==> src/hw/nv_ctrl_pkg.sv <==
/*
 * Shared constants for the data EEPROM page-write control block.
 * Assumes a single 20 MHz system clock and synchronous active-high reset.
 */
package nv_ctrl_pkg;
    localparam int CLK_HZ = 20_000_000;
    localparam int PROG_TIME_US = 4;
    localparam int PROG_CYCLES = (PROG_TIME_US * (CLK_HZ / 1_000_000) < 1) ? 1 :
                                 PROG_TIME_US * (CLK_HZ / 1_000_000);
    localparam int READ_CYCLES = 4;
    localparam int TMR_DIV = 4;

    localparam logic [7:0] CTRL_BANK = 8'h01;
    localparam logic [7:0] CTRL_LOC = 8'h40;

    localparam int BIT_RD_START = 0;
    localparam int BIT_RD_EN = 1;
    localparam int BIT_WR_START = 2;
    localparam int BIT_WR_EN = 3;
    localparam int BIT_MODE = 4;
    localparam int BIT_ER_START = 5;
    localparam int BIT_ER_EN = 6;

    localparam logic [7:0] CTRL_RESET = 8'h00;
    localparam logic [7:0] PTR_HIGH_RESET = 8'h00;
    localparam logic [3:0] LOW_LAST = 4'hF;
    localparam int PAGE_BYTES = 16;

    typedef enum logic [1:0] {
        ST_IDLE = 2'b00,
        ST_WRITE = 2'b01,
        ST_ERASE = 2'b10,
        ST_READ = 2'b11
    } nv_state_t;
endpackage : nv_ctrl_pkg

==> src/hw/nv_prog_timer.sv <==
/*
 * Program-cycle timer: counts prescaled ticks and pulses done.
 * Assumes start is a one-cycle pulse; restarts are ignored while busy.
 */
`timescale 1ns/1ps
module nv_prog_timer (
    input wire logic clk_in,
    input wire logic srst_in,
    input wire logic start_in,
    input wire logic [15:0] length_in,
    output logic busy_out,
    output logic done_out
);
    import nv_ctrl_pkg::*;

    logic [7:0] div_reg;
    logic [15:0] cnt_reg;
    logic busy_reg;
    logic done_reg;
    wire tick = (div_reg == 8'(TMR_DIV - 1));

    // own prescaler stands in for the independent timer source
    always_ff @(posedge clk_in) begin
        if (srst_in || !busy_reg) begin
            div_reg <= 8'h00;
        end else begin
            div_reg <= tick ? 8'h00 : div_reg + 8'h01;
        end
    end

    always_ff @(posedge clk_in) begin
        done_reg <= 1'b0;
        if (srst_in) begin
            busy_reg <= 1'b0;
            cnt_reg <= 16'h0000;
        end else if (!busy_reg && start_in) begin
            busy_reg <= 1'b1;
            cnt_reg <= length_in;
        end else if (busy_reg && tick) begin
            if (cnt_reg <= 16'h0001) begin
                busy_reg <= 1'b0;
                done_reg <= 1'b1;
            end
            cnt_reg <= cnt_reg - 16'h0001;
        end
    end

    assign busy_out = busy_reg;
    assign done_out = done_reg;
endmodule : nv_prog_timer

==> src/hw/nv_page_ctrl.sv <==
/*
 * Data EEPROM control: address/data registers, 16-byte page buffer,
 * indirectly reached control register, write/erase/read cycles, flags.
 * Assumes the CPU side presents one-cycle write strobes on clk_in.
 */
// Functional notes
// [RULE1] software erases the target page before page writing it
// [RULE2] mode bit high gives page writes of up to 16 bytes
// [RULE3] reset clears the page buffer
// [RULE4] write enable falling clears buffer; rising leaves it
// [RULE5] page mode increments low 4 address bits, upper 3 kept
// [RULE6] low nibble stops at 0FH; further data writes ignored
// [RULE7] data write copies byte into buffer then advances address
// [RULE8] software sets write enable then start in next instruction
// [RULE9] write start ignored unless write enable already set
// [RULE10] software masks global interrupts around start sequence
// [RULE11] independent timer times cycle; start bit self-clears at end
// [RULE12] write end clears write enable, emptying buffer
// [RULE13] reset clears write enable and pointer high bytes
// [RULE14] cycle end sets nv flag and multi-function flag
// [RULE15] vector only with all enables and stack not full
// [RULE16] service clears mf flag and global enable; sw clears nv flag
// [RULE17] software avoids sleep during a read or write
// [RULE18] control register reached only via pointer at bank 01H, 40H
// [RULE19] control bits: 6 er en, 5 er, 4 mode, 3 wr en, 2 wr, 1 rd en, 0 rd
// [RULE20] data written during erase only tags addresses
// [RULE21] software reloads address for each byte read
// [RULE22] read start self-clears; ignored without read enable
// [RULE23] erase end clears start then enable; page reads zero; code clears start and enable in the same cycle
// [RULE24] write and read start together invalid; register frozen while busy
`timescale 1ns/1ps
module nv_page_ctrl (
    input wire logic clk_in,
    input wire logic srst_in,
    input wire logic addr_wr_in,
    input wire logic [6:0] addr_in,
    input wire logic data_wr_in,
    input wire logic [7:0] data_in,
    input wire logic ptr_high_wr_in,
    input wire logic ptr_sel_in,
    input wire logic [7:0] ptr_high_in,
    input wire logic ptr1_low_wr_in,
    input wire logic [7:0] ptr1_low_in,
    input wire logic ind_wr_in,
    input wire logic [7:0] ind_data_in,
    input wire logic nv_int_enable_in,
    input wire logic mf_int_enable_in,
    input wire logic global_int_set_in,
    input wire logic nv_flag_clear_in,
    input wire logic stack_full_in,
    input wire logic [15:0] prog_len_in,
    output logic [6:0] nv_address_out,
    output logic [7:0] nv_data_out,
    output logic [7:0] nv_control_out,
    output logic [7:0] ind_rd_data_out,
    output logic [7:0] pointer1_high_byte_out,
    output logic [7:0] pointer2_high_byte_out,
    output logic global_int_enable_out,
    output logic nv_int_flag_out,
    output logic mf_int_flag_out,
    output logic int_vector_out,
    output logic busy_out
);
    import nv_ctrl_pkg::*;

    logic [7:0] array_mem [0:127];
    logic [7:0] page_buf [0:PAGE_BYTES-1];
    logic [PAGE_BYTES-1:0] tag_reg;
    logic [6:0] nv_address_reg;
    logic [6:0] cyc_addr_reg;
    logic [7:0] nv_data_reg;
    logic [7:0] nv_control_reg;
    logic [7:0] ptr1_high_reg;
    logic [7:0] ptr2_high_reg;
    logic [7:0] ptr1_low_reg;
    logic global_int_enable_reg;
    logic nv_int_flag_reg;
    logic mf_int_flag_reg;
    logic page_full_reg;
    logic cyc_page_reg;
    nv_state_t state_reg;
    logic tmr_busy;
    logic tmr_done;

    // [RULE19] control bit map
    wire write_enable_bit = nv_control_reg[BIT_WR_EN];
    wire erase_enable_bit = nv_control_reg[BIT_ER_EN];
    wire read_enable_bit = nv_control_reg[BIT_RD_EN];
    wire mode_page = nv_control_reg[BIT_MODE];
    wire idle = (state_reg == ST_IDLE);

    // [RULE18] indirect decode only
    wire ptr_hits = (ptr1_high_reg == CTRL_BANK) && (ptr1_low_reg == CTRL_LOC);
    wire ctrl_wr = ind_wr_in && ptr_hits;
    // [RULE24] both starts together invalid
    wire both_start = ind_data_in[BIT_WR_START] && ind_data_in[BIT_RD_START];
    wire ctrl_accept = ctrl_wr && idle && !both_start;
    // [RULE9] start needs enable already set
    wire go_write = ctrl_accept && ind_data_in[BIT_WR_START] && write_enable_bit;
    wire go_erase = ctrl_accept && ind_data_in[BIT_ER_START] && erase_enable_bit && !go_write;
    // [RULE22] read needs enable already set
    wire go_read = ctrl_accept && ind_data_in[BIT_RD_START] && read_enable_bit && !go_write && !go_erase;
    // start bits enter only through the go terms, so a refused start reads 0
    wire [7:0] ctrl_written = ind_data_in & ~8'h25;
    // [RULE4] falling edge of either enable empties buffer
    wire wr_en_fall = write_enable_bit && ctrl_accept && !ind_data_in[BIT_WR_EN];
    wire er_en_fall = erase_enable_bit && ctrl_accept && !ind_data_in[BIT_ER_EN];
    wire cycle_end = tmr_done && (state_reg == ST_WRITE || state_reg == ST_ERASE);
    wire read_end = tmr_done && (state_reg == ST_READ);
    // [RULE12] write end drops enable, emptying buffer
    wire buf_clear = wr_en_fall || er_en_fall || cycle_end;
    // [RULE6] data ignored once page nibble stopped
    wire data_take = data_wr_in && idle && !(mode_page && page_full_reg);
    wire [3:0] slot = nv_address_reg[3:0];

    function automatic logic [6:0] step_addr(input logic [6:0] a);
        // [RULE5] upper page bits never carry
        step_addr = (a[3:0] == LOW_LAST) ? a : {a[6:4], a[3:0] + 4'h1};
    endfunction : step_addr

    // zero length falls back to the default program time
    nv_prog_timer nv_prog_timer_i (
        .clk_in(clk_in),
        .srst_in(srst_in),
        .start_in(go_write || go_erase || go_read),
        .length_in(go_read ? 16'(READ_CYCLES) : (prog_len_in == 16'h0000 ? 16'(PROG_CYCLES) : prog_len_in)),
        .busy_out(tmr_busy),
        .done_out(tmr_done)
    );

    always_ff @(posedge clk_in) begin
        if (srst_in) begin
            state_reg <= ST_IDLE;
            cyc_page_reg <= 1'b0;
            cyc_addr_reg <= 7'h00;
        end else if (go_write) begin
            state_reg <= ST_WRITE;
            cyc_page_reg <= mode_page;
            cyc_addr_reg <= nv_address_reg;
        end else if (go_erase) begin
            state_reg <= ST_ERASE;
            cyc_page_reg <= mode_page;
            cyc_addr_reg <= nv_address_reg;
        end else if (go_read) begin
            state_reg <= ST_READ;
            cyc_page_reg <= mode_page;
            cyc_addr_reg <= nv_address_reg;
        end else if (tmr_done) begin
            // [RULE11] timer end returns to idle
            state_reg <= ST_IDLE;
        end
    end

    // [RULE13] reset closes write path
    always_ff @(posedge clk_in) begin
        if (srst_in) begin
            nv_control_reg <= CTRL_RESET;
        end else if (ctrl_accept) begin
            nv_control_reg <= ctrl_written | {2'b00, go_erase, 2'b00, go_write, 1'b0, go_read};
        end else if (cycle_end && state_reg == ST_WRITE) begin
            // [RULE11] write start self-clears with enable
            nv_control_reg <= nv_control_reg & ~8'h0C;
        end else if (cycle_end) begin
            // [RULE23] erase start and enable drop
            nv_control_reg <= nv_control_reg & ~8'h60;
        end else if (read_end) begin
            nv_control_reg <= nv_control_reg & ~8'h01;
        end
    end

    always_ff @(posedge clk_in) begin
        if (srst_in) begin
            ptr1_high_reg <= PTR_HIGH_RESET;
            ptr2_high_reg <= PTR_HIGH_RESET;
            ptr1_low_reg <= 8'h00;
        end else begin
            if (ptr_high_wr_in && !ptr_sel_in) ptr1_high_reg <= ptr_high_in;
            if (ptr_high_wr_in && ptr_sel_in) ptr2_high_reg <= ptr_high_in;
            if (ptr1_low_wr_in) ptr1_low_reg <= ptr1_low_in;
        end
    end

    // [RULE7] buffer byte at current slot, then step
    always_ff @(posedge clk_in) begin
        if (srst_in) begin
            nv_address_reg <= 7'h00;
            page_full_reg <= 1'b0;
        end else if (addr_wr_in && idle) begin
            nv_address_reg <= addr_in;
            page_full_reg <= 1'b0;
        end else if (data_take && mode_page) begin
            nv_address_reg <= step_addr(nv_address_reg);
            page_full_reg <= (slot == LOW_LAST);
        end else if (read_end && cyc_page_reg) begin
            nv_address_reg <= step_addr(nv_address_reg);
        end
    end

    // [RULE3] reset empties buffer
    always_ff @(posedge clk_in) begin
        if (srst_in || buf_clear) begin
            tag_reg <= '0;
            for (int i = 0; i < PAGE_BYTES; i++) page_buf[i] <= 8'h00;
        end else if (data_take && mode_page) begin
            // [RULE20] erase only needs the tag
            tag_reg[slot] <= 1'b1;
            page_buf[slot] <= data_in;
        end
    end

    always_ff @(posedge clk_in) begin
        if (srst_in) begin
            nv_data_reg <= 8'h00;
        end else if (data_take) begin
            nv_data_reg <= data_in;
        end else if (read_end) begin
            nv_data_reg <= array_mem[cyc_addr_reg];
        end
    end

    // [RULE2] page commit writes tagged slots of 16
    always_ff @(posedge clk_in) begin
        if (cycle_end) begin
            for (int i = 0; i < PAGE_BYTES; i++) begin
                if (!cyc_page_reg && i == 0) begin
                    array_mem[cyc_addr_reg] <= (state_reg == ST_WRITE) ? nv_data_reg : 8'h00;
                end else if (cyc_page_reg && tag_reg[i]) begin
                    // [RULE23] erased bytes read zero
                    array_mem[{cyc_addr_reg[6:4], 4'(i)}] <= (state_reg == ST_WRITE) ? page_buf[i] : 8'h00;
                end
            end
        end
    end

    wire vector = global_int_enable_reg && nv_int_enable_in && mf_int_enable_in && mf_int_flag_reg && !stack_full_in;

    always_ff @(posedge clk_in) begin
        if (srst_in) begin
            global_int_enable_reg <= 1'b0;
            nv_int_flag_reg <= 1'b0;
            mf_int_flag_reg <= 1'b0;
        end else begin
            // [RULE14] set wins over clear
            nv_int_flag_reg <= cycle_end || (nv_int_flag_reg && !nv_flag_clear_in);
            // [RULE16] service clears mf flag and global enable
            mf_int_flag_reg <= cycle_end || (mf_int_flag_reg && !vector);
            global_int_enable_reg <= global_int_set_in || (global_int_enable_reg && !vector);
        end
    end

    // [RULE15] all enables and stack room
    assign int_vector_out = vector;
    assign nv_address_out = nv_address_reg;
    assign nv_data_out = nv_data_reg;
    assign nv_control_out = nv_control_reg;
    assign ind_rd_data_out = ptr_hits ? nv_control_reg : 8'h00;
    assign pointer1_high_byte_out = ptr1_high_reg;
    assign pointer2_high_byte_out = ptr2_high_reg;
    assign global_int_enable_out = global_int_enable_reg;
    assign nv_int_flag_out = nv_int_flag_reg;
    assign mf_int_flag_out = mf_int_flag_reg;
    assign busy_out = !idle || tmr_busy;

    // checks look one cycle after the event, once the registers have settled
    chk_start_needs_enable: assert property (@(posedge clk_in) disable iff (srst_in) // [RULE9]
        (ctrl_wr && idle && ind_data_in[BIT_WR_START] && !write_enable_bit) |=> state_reg != ST_WRITE)
        else $error("write started without enable");

    chk_nibble_holds: assert property (@(posedge clk_in) disable iff (srst_in) // [RULE6]
        (data_take && mode_page && slot == LOW_LAST) |=> nv_address_reg[3:0] == LOW_LAST)
        else $error("address nibble wrapped");

    chk_upper_kept: assert property (@(posedge clk_in) disable iff (srst_in) // [RULE5]
        (data_take && mode_page && !addr_wr_in) |=> nv_address_reg[6:4] == $past(nv_address_reg[6:4]))
        else $error("page bits changed");

    chk_write_end_clr: assert property (@(posedge clk_in) disable iff (srst_in) // [RULE12]
        (cycle_end && state_reg == ST_WRITE)
        |=> !nv_control_reg[BIT_WR_EN] && !nv_control_reg[BIT_WR_START] && tag_reg == '0)
        else $error("write end left enable set");

    chk_flags_on_end: assert property (@(posedge clk_in) disable iff (srst_in) // [RULE14]
        cycle_end |=> nv_int_flag_reg && mf_int_flag_reg)
        else $error("flags not raised at cycle end");

    chk_vector_clears: assert property (@(posedge clk_in) disable iff (srst_in) // [RULE16]
        (vector && !cycle_end && !global_int_set_in) |=> !mf_int_flag_reg && !global_int_enable_reg)
        else $error("service did not clear");

    chk_busy_frozen: assert property (@(posedge clk_in) disable iff (srst_in) // [RULE24]
        (!idle && !tmr_done) |=> $stable(nv_control_reg))
        else $error("control changed while busy");

    chk_fall_clears: assert property (@(posedge clk_in) disable iff (srst_in) // [RULE4]
        wr_en_fall |=> tag_reg == '0)
        else $error("buffer kept after enable fall");

    chk_read_needs_en: assert property (@(posedge clk_in) disable iff (srst_in) // [RULE22]
        (ctrl_wr && idle && !read_enable_bit && !ind_data_in[BIT_WR_START] && !ind_data_in[BIT_ER_START])
        |=> state_reg != ST_READ)
        else $error("read started without enable");

    chk_start_runs_timer: assert property (@(posedge clk_in) disable iff (srst_in) // [RULE11]
        go_write |=> state_reg == ST_WRITE && tmr_busy)
        else $error("write start did not launch the timer");

    chk_erase_end_clr: assert property (@(posedge clk_in) disable iff (srst_in) // [RULE23]
        (cycle_end && state_reg == ST_ERASE) |=> !nv_control_reg[BIT_ER_START] && !nv_control_reg[BIT_ER_EN])
        else $error("erase end left start or enable set");

    chk_read_end_clr: assert property (@(posedge clk_in) disable iff (srst_in) // [RULE22]
        read_end |=> !nv_control_reg[BIT_RD_START] && idle)
        else $error("read start not cleared at read end");

    chk_ctrl_via_ptr: assert property (@(posedge clk_in) disable iff (srst_in) // [RULE18]
        (!ctrl_wr && !tmr_done) |=> $stable(nv_control_reg))
        else $error("control changed without a pointer hit");

    chk_both_refused: assert property (@(posedge clk_in) disable iff (srst_in) // [RULE24]
        (ctrl_wr && idle && both_start) |=> $stable(nv_control_reg))
        else $error("write and read start together accepted");

    chk_reset_buffer: assert property (@(posedge clk_in) // [RULE3]
        srst_in |=> tag_reg == '0 && page_buf[0] == 8'h00)
        else $error("reset left the page buffer filled");

    chk_reset_closes: assert property (@(posedge clk_in) // [RULE13]
        srst_in |=> nv_control_reg == CTRL_RESET
            && ptr1_high_reg == PTR_HIGH_RESET && ptr2_high_reg == PTR_HIGH_RESET)
        else $error("reset left write path open");

    chk_byte_taken: assert property (@(posedge clk_in) disable iff (srst_in) // [RULE7]
        (data_take && mode_page && !buf_clear) |=> tag_reg[$past(slot)] && nv_data_reg == $past(data_in))
        else $error("data byte not loaded into the page buffer");

    chk_rise_keeps: assert property (@(posedge clk_in) disable iff (srst_in) // [RULE4]
        (ctrl_accept && !write_enable_bit && ind_data_in[BIT_WR_EN] && !er_en_fall && !data_take)
        |=> tag_reg == $past(tag_reg))
        else $error("buffer changed on enable rise");

    chk_full_drops: assert property (@(posedge clk_in) disable iff (srst_in) // [RULE6]
        (data_wr_in && idle && mode_page && page_full_reg && !addr_wr_in)
        |=> $stable(nv_data_reg) && $stable(nv_address_reg))
        else $error("data write taken after page end");

    chk_nv_flag_kept: assert property (@(posedge clk_in) disable iff (srst_in) // [RULE16]
        (nv_int_flag_reg && !nv_flag_clear_in) |=> nv_int_flag_reg)
        else $error("nv flag cleared without software");
endmodule : nv_page_ctrl

==> config.mk <==
export PLATFORM = sky130hd
export DESIGN_NAME = nv_page_ctrl
export DESIGN_NICKNAME = d
export VERILOG_FILES = /design/src/hw/nv_ctrl_pkg.sv /design/src/hw/nv_prog_timer.sv /design/src/hw/nv_page_ctrl.sv
export SDC_FILE = /design/constraint.sdc
export NUM_CORES = 2
export LEC_CHECK = 0
export ABC_AREA = 1
export BUFFER_PORTS_ARGS = -buffer_cell sky130_fd_sc_hd__buf_2
export CAP_MARGIN = 20
export CORE_MARGIN = 5
export CORE_UTILIZATION = 28
export DETAILED_ROUTE_END_ITERATION = 12
export GPL_TIMING_DRIVEN = 0
export SYNTH_ARGS = -nofsm -noshare
export SYNTH_HDL_FRONTEND = slang
export SYNTH_HIERARCHICAL = 1
export SYNTH_SLANG_ARGS = --single-unit
==> constraint.sdc <==
create_clock -name clk_in -period 2.9 [get_ports clk_in]
set_input_delay 0.58 -clock clk_in [delete_from_list [all_inputs] [get_ports clk_in]]
set_output_delay 0.58 -clock clk_in [all_outputs]
set_load 0.01 [all_outputs]
==> results_dict.tcl <==
set metrics [dict create \
    critical_path_peak_fanout 10 \
    viasPerCell 5.74 \
    groute.layer.met3.usage_pct 10.5 \
    vias 61500 \
    core_area_um2 224000 \
    hold_violations 0 \
    worst_skew_pair.late_latency_ns 0.84 \
    syn-instance-count 7194 \
    ctsRootBufferMaster "sky130_fd_sc_hd__clkbuf_16" \
    average_wire_per_standard_cell_um 32.3 \
    top_regs "array_mem x1024, page_buf x128" \
    max_ffs_per_register 1024 \
    synth_simple_gate_area_share_pct 26.6 \
    antenna_violating_nets_post_route 0 \
    hold_ws_ns 0.0366 \
    via_count_of_the_first_global_routing_pass 55700 \
    final_period_minus_worst_setup_slack_ns 3.06 \
    layout_setup_ws_ns -0.161 \
    die_width_um 485 \
    violations "setup timing" \
    yosys.area_share.xor_xnor_pct 0.0695 \
    grt_antenna_before_repair 67 \
    rsz_0062_raised_after_global_routing "true" \
    commonest_cells_after_routing_fill_and_taps_aside "sky130_fd_sc_hd__nand2_1, sky130_fd_sc_hd__edfxtp_1, sky130_fd_sc_hd__o21ai_0" \
    worst_clock_skew_ns 0.0509 \
    number_of_h_tree_branching_levels 4 \
    critical-path-slowest-cell "sky130_fd_sc_hd__nand2_1" \
    global_route.overflow_total 0 \
    max_flop_register "array_mem" \
    crit_path_cell_trace "inv_1, ha_1, buf_2, clkbuf_2, clkbuf_1, nand2_1, o21ai_0" \
    max_cap_violations 0 \
    setup_slack_placement_ns -1.83 \
    synth_top_family_by_area "simple AND/OR/NAND/NOR gates" \
    overall_die_area_um2 235000 \
    worst_slew_pin_slew_ns 1.25 \
    powerDensity_nw_per_um2 512 \
    synth_fa_ha_area_share_pct 0.198 \
    routed_wl_mm 346 \
    arrival_ns 3.68 \
    clock_sink_count 1262 \
    timing.setup.critical_path_class "reg2reg" \
    timing.critical_path.from_type "register" \
    slew_limit_headroom_pct 16.4 \
    detailed_place_hpwl_mm 255 \
    yosysWarningCount 6 \
    max-clock-path-buffers 3 \
    drt-initial-drc-count 11600 \
    grt_start_max_net_pins 17 \
    filler_cell_count 23000 \
    synth_nets 7272 \
    global_route_met2_usage_pct 40.5 \
    boundaryPins 120 \
    fin_total_pwr_mw 38.8 \
    cts_inserted_buffers 144 \
    grt_util_met1_pct 35.8 \
    ys_types 43 \
    drtPass1Iterations 9 \
    drc 0 \
    grt_use_total_pct 28.2 \
    synth.ff_latch_count 1262 \
    clock_tree_from_tritoncts "done" \
    avgSynthCellArea_um2 8.76 \
    drive_above_1_share_pct 14.3 \
    utilization_pct 33.8 \
    critical_path_endpoint_category "register" \
    synth-seq-area-share_pct 58.4 \
    critical_path.max_stage_delay_ns 0.67 \
    slew_violations 0 \
    synth_compound_gate_area_share_pct 10.2 \
    die_h_um 485 \
    syn2layout_area_growth_pct 20.3 \
    globalRoute.busiestLayer "met2" \
    grt_first_pass_wirelength_mm 458 \
    maximum_clock_rate_mhz 327 \
    sequential_cell_area_um2 36800 \
    gp_congestion 1.04 \
    required_ns 3.52 \
    synth_mux_area_share_pct 0 \
    ir_drop_uv 545 \
    clkSlewWorstSetupHoldPaths_ns 0.06 \
    setup_viol_count_final 73 \
    hold_class "in2reg" \
    layout_worst_path_cycle_share_pct 106 \
    layout.cells.most_common "sky130_fd_sc_hd__nand2_1" \
    mappedNetlistArea_um2 63000 \
    total_leakage_power_nw 25.1 \
    outcome "complete, but fails checks" \
    num-nets-final 7660 \
    multi_input_area_um2 25000 \
    numPortBuffers 119 \
    initial_standard_cell_utilization_of_the_core_pct 28.1 \
    rows 174 \
]
## critical path, delay by kind of cell (launching register included)
family | cells | cell delay [ns]
AO/OA/AOI/OAI | 1 | 0.48
buffers and inverters | 4 | 1.17
AND/OR/NAND/NOR | 1 | 0.67
adder cells (fa/ha/maj) | 1 | 0.21
flip-flops | 1 | 0.32
## cells in the mapped netlist, drive strengths merged
master | count | share of area, %
o22ai | 1 | 0.0099
nand3 | 1006 | 8.0
a311oi | 1 | 0.014
a31oi | 4 | 0.040
nand2 | 2641 | 16
or2 | 1 | 0.0099
nor3b | 1 | 0.030
ha | 10 | 0.20
clkinv | 10 | 0.062
inv | 112 | 0.67
o211a | 2 | 0.032
edfxtp | 1152 | 55
o21ai | 1208 | 9.6
nor3 | 6 | 0.048
dfxtp | 110 | 3.5
nor2 | 310 | 2.1
buf | 211 | 1.9
a21oi | 48 | 0.43
nand4 | 19 | 0.55
o211ai | 1 | 0.020
o31ai | 1 | 0.012
nor4 | 3 | 0.030
clkbuf | 325 | 1.9
a211oi | 5 | 0.060
o21bai | 1 | 0.012
xor2 | 5 | 0.069
## final timing paths
check	depth (start not counted)	from	endpoint	slack, ns
min reg2reg	2	tag_reg[5]	tag_reg[5]	0.45
max reg2reg	7	state_reg[1]	array_mem[104][6]	-0.16
max	7	state_reg[1]	array_mem[104][6]	-0.16
min	3	ptr_high_in[2]	pointer1_high_byte_out[2]	0.04
## kinds of logic after synthesis
| logic type | Yosys count |
|---|---|
| AOI/OAI and AO/OA | 1272 |
| xor gates and xnor gates | 5 |
| adders and majority gates | 10 |
| buffers and inverters | 658 |
| DFF | 1262 |
| and+or+nand+nor | 3987 |
## power breakdown
part,switching (mW),internal (mW)
clock network,8.22,10.4
registers,0.0568,19.7
logic,0.291,0.121
total,8.57,30.2
## layout make-up
cell class	count	share of cell area, %
diodes	30	0.0990
flip-flops and latches	1262	48.5
clock buffers	175	4.96
inverters	122	0.615
plain buffers	531	3.86
clock inverters	84	1.14
multi-input cells	5274	33.0
repair buffers	247	2.90
well taps	2992	4.94
## per-stage QoR
step / TNS, ns / area (um2) / std cells
2_1_floorplan: 0 / 63000 / 7194
3_3_place_gp: -1926.66 / 67400 / 10300
3_5_place_dp: -1461.60 / 68100 / 10400
4_1_cts: -1.17 / 75400 / 10700
5_1_grt: -2.36 / 75800 / 10700
6_report: -2.40 / 75800 / 10700
## routing by layer
layer,vias up,wire [um]
li1,25600,-
met1,29700,126000
met2,5102,142000
met3,1125,51900
met4,16,26000
met5,-,122
## repair_timing
| item | 4_1_cts | 5_1_grt |
|---|---|---|
| hold buffers | 7 | 0 |
| resized for setup | 628 | 126 |
| setup endpoints to repair | 1933 | 1198 |
| pin swaps | 29 | 6 |
| gates cloned | 2 | 0 |
| buffers inserted | 50 | 9 |
| endpoints found under the hold margin | 7 | 0 |
No activity file was read; power rests on OpenSTA's default activity.
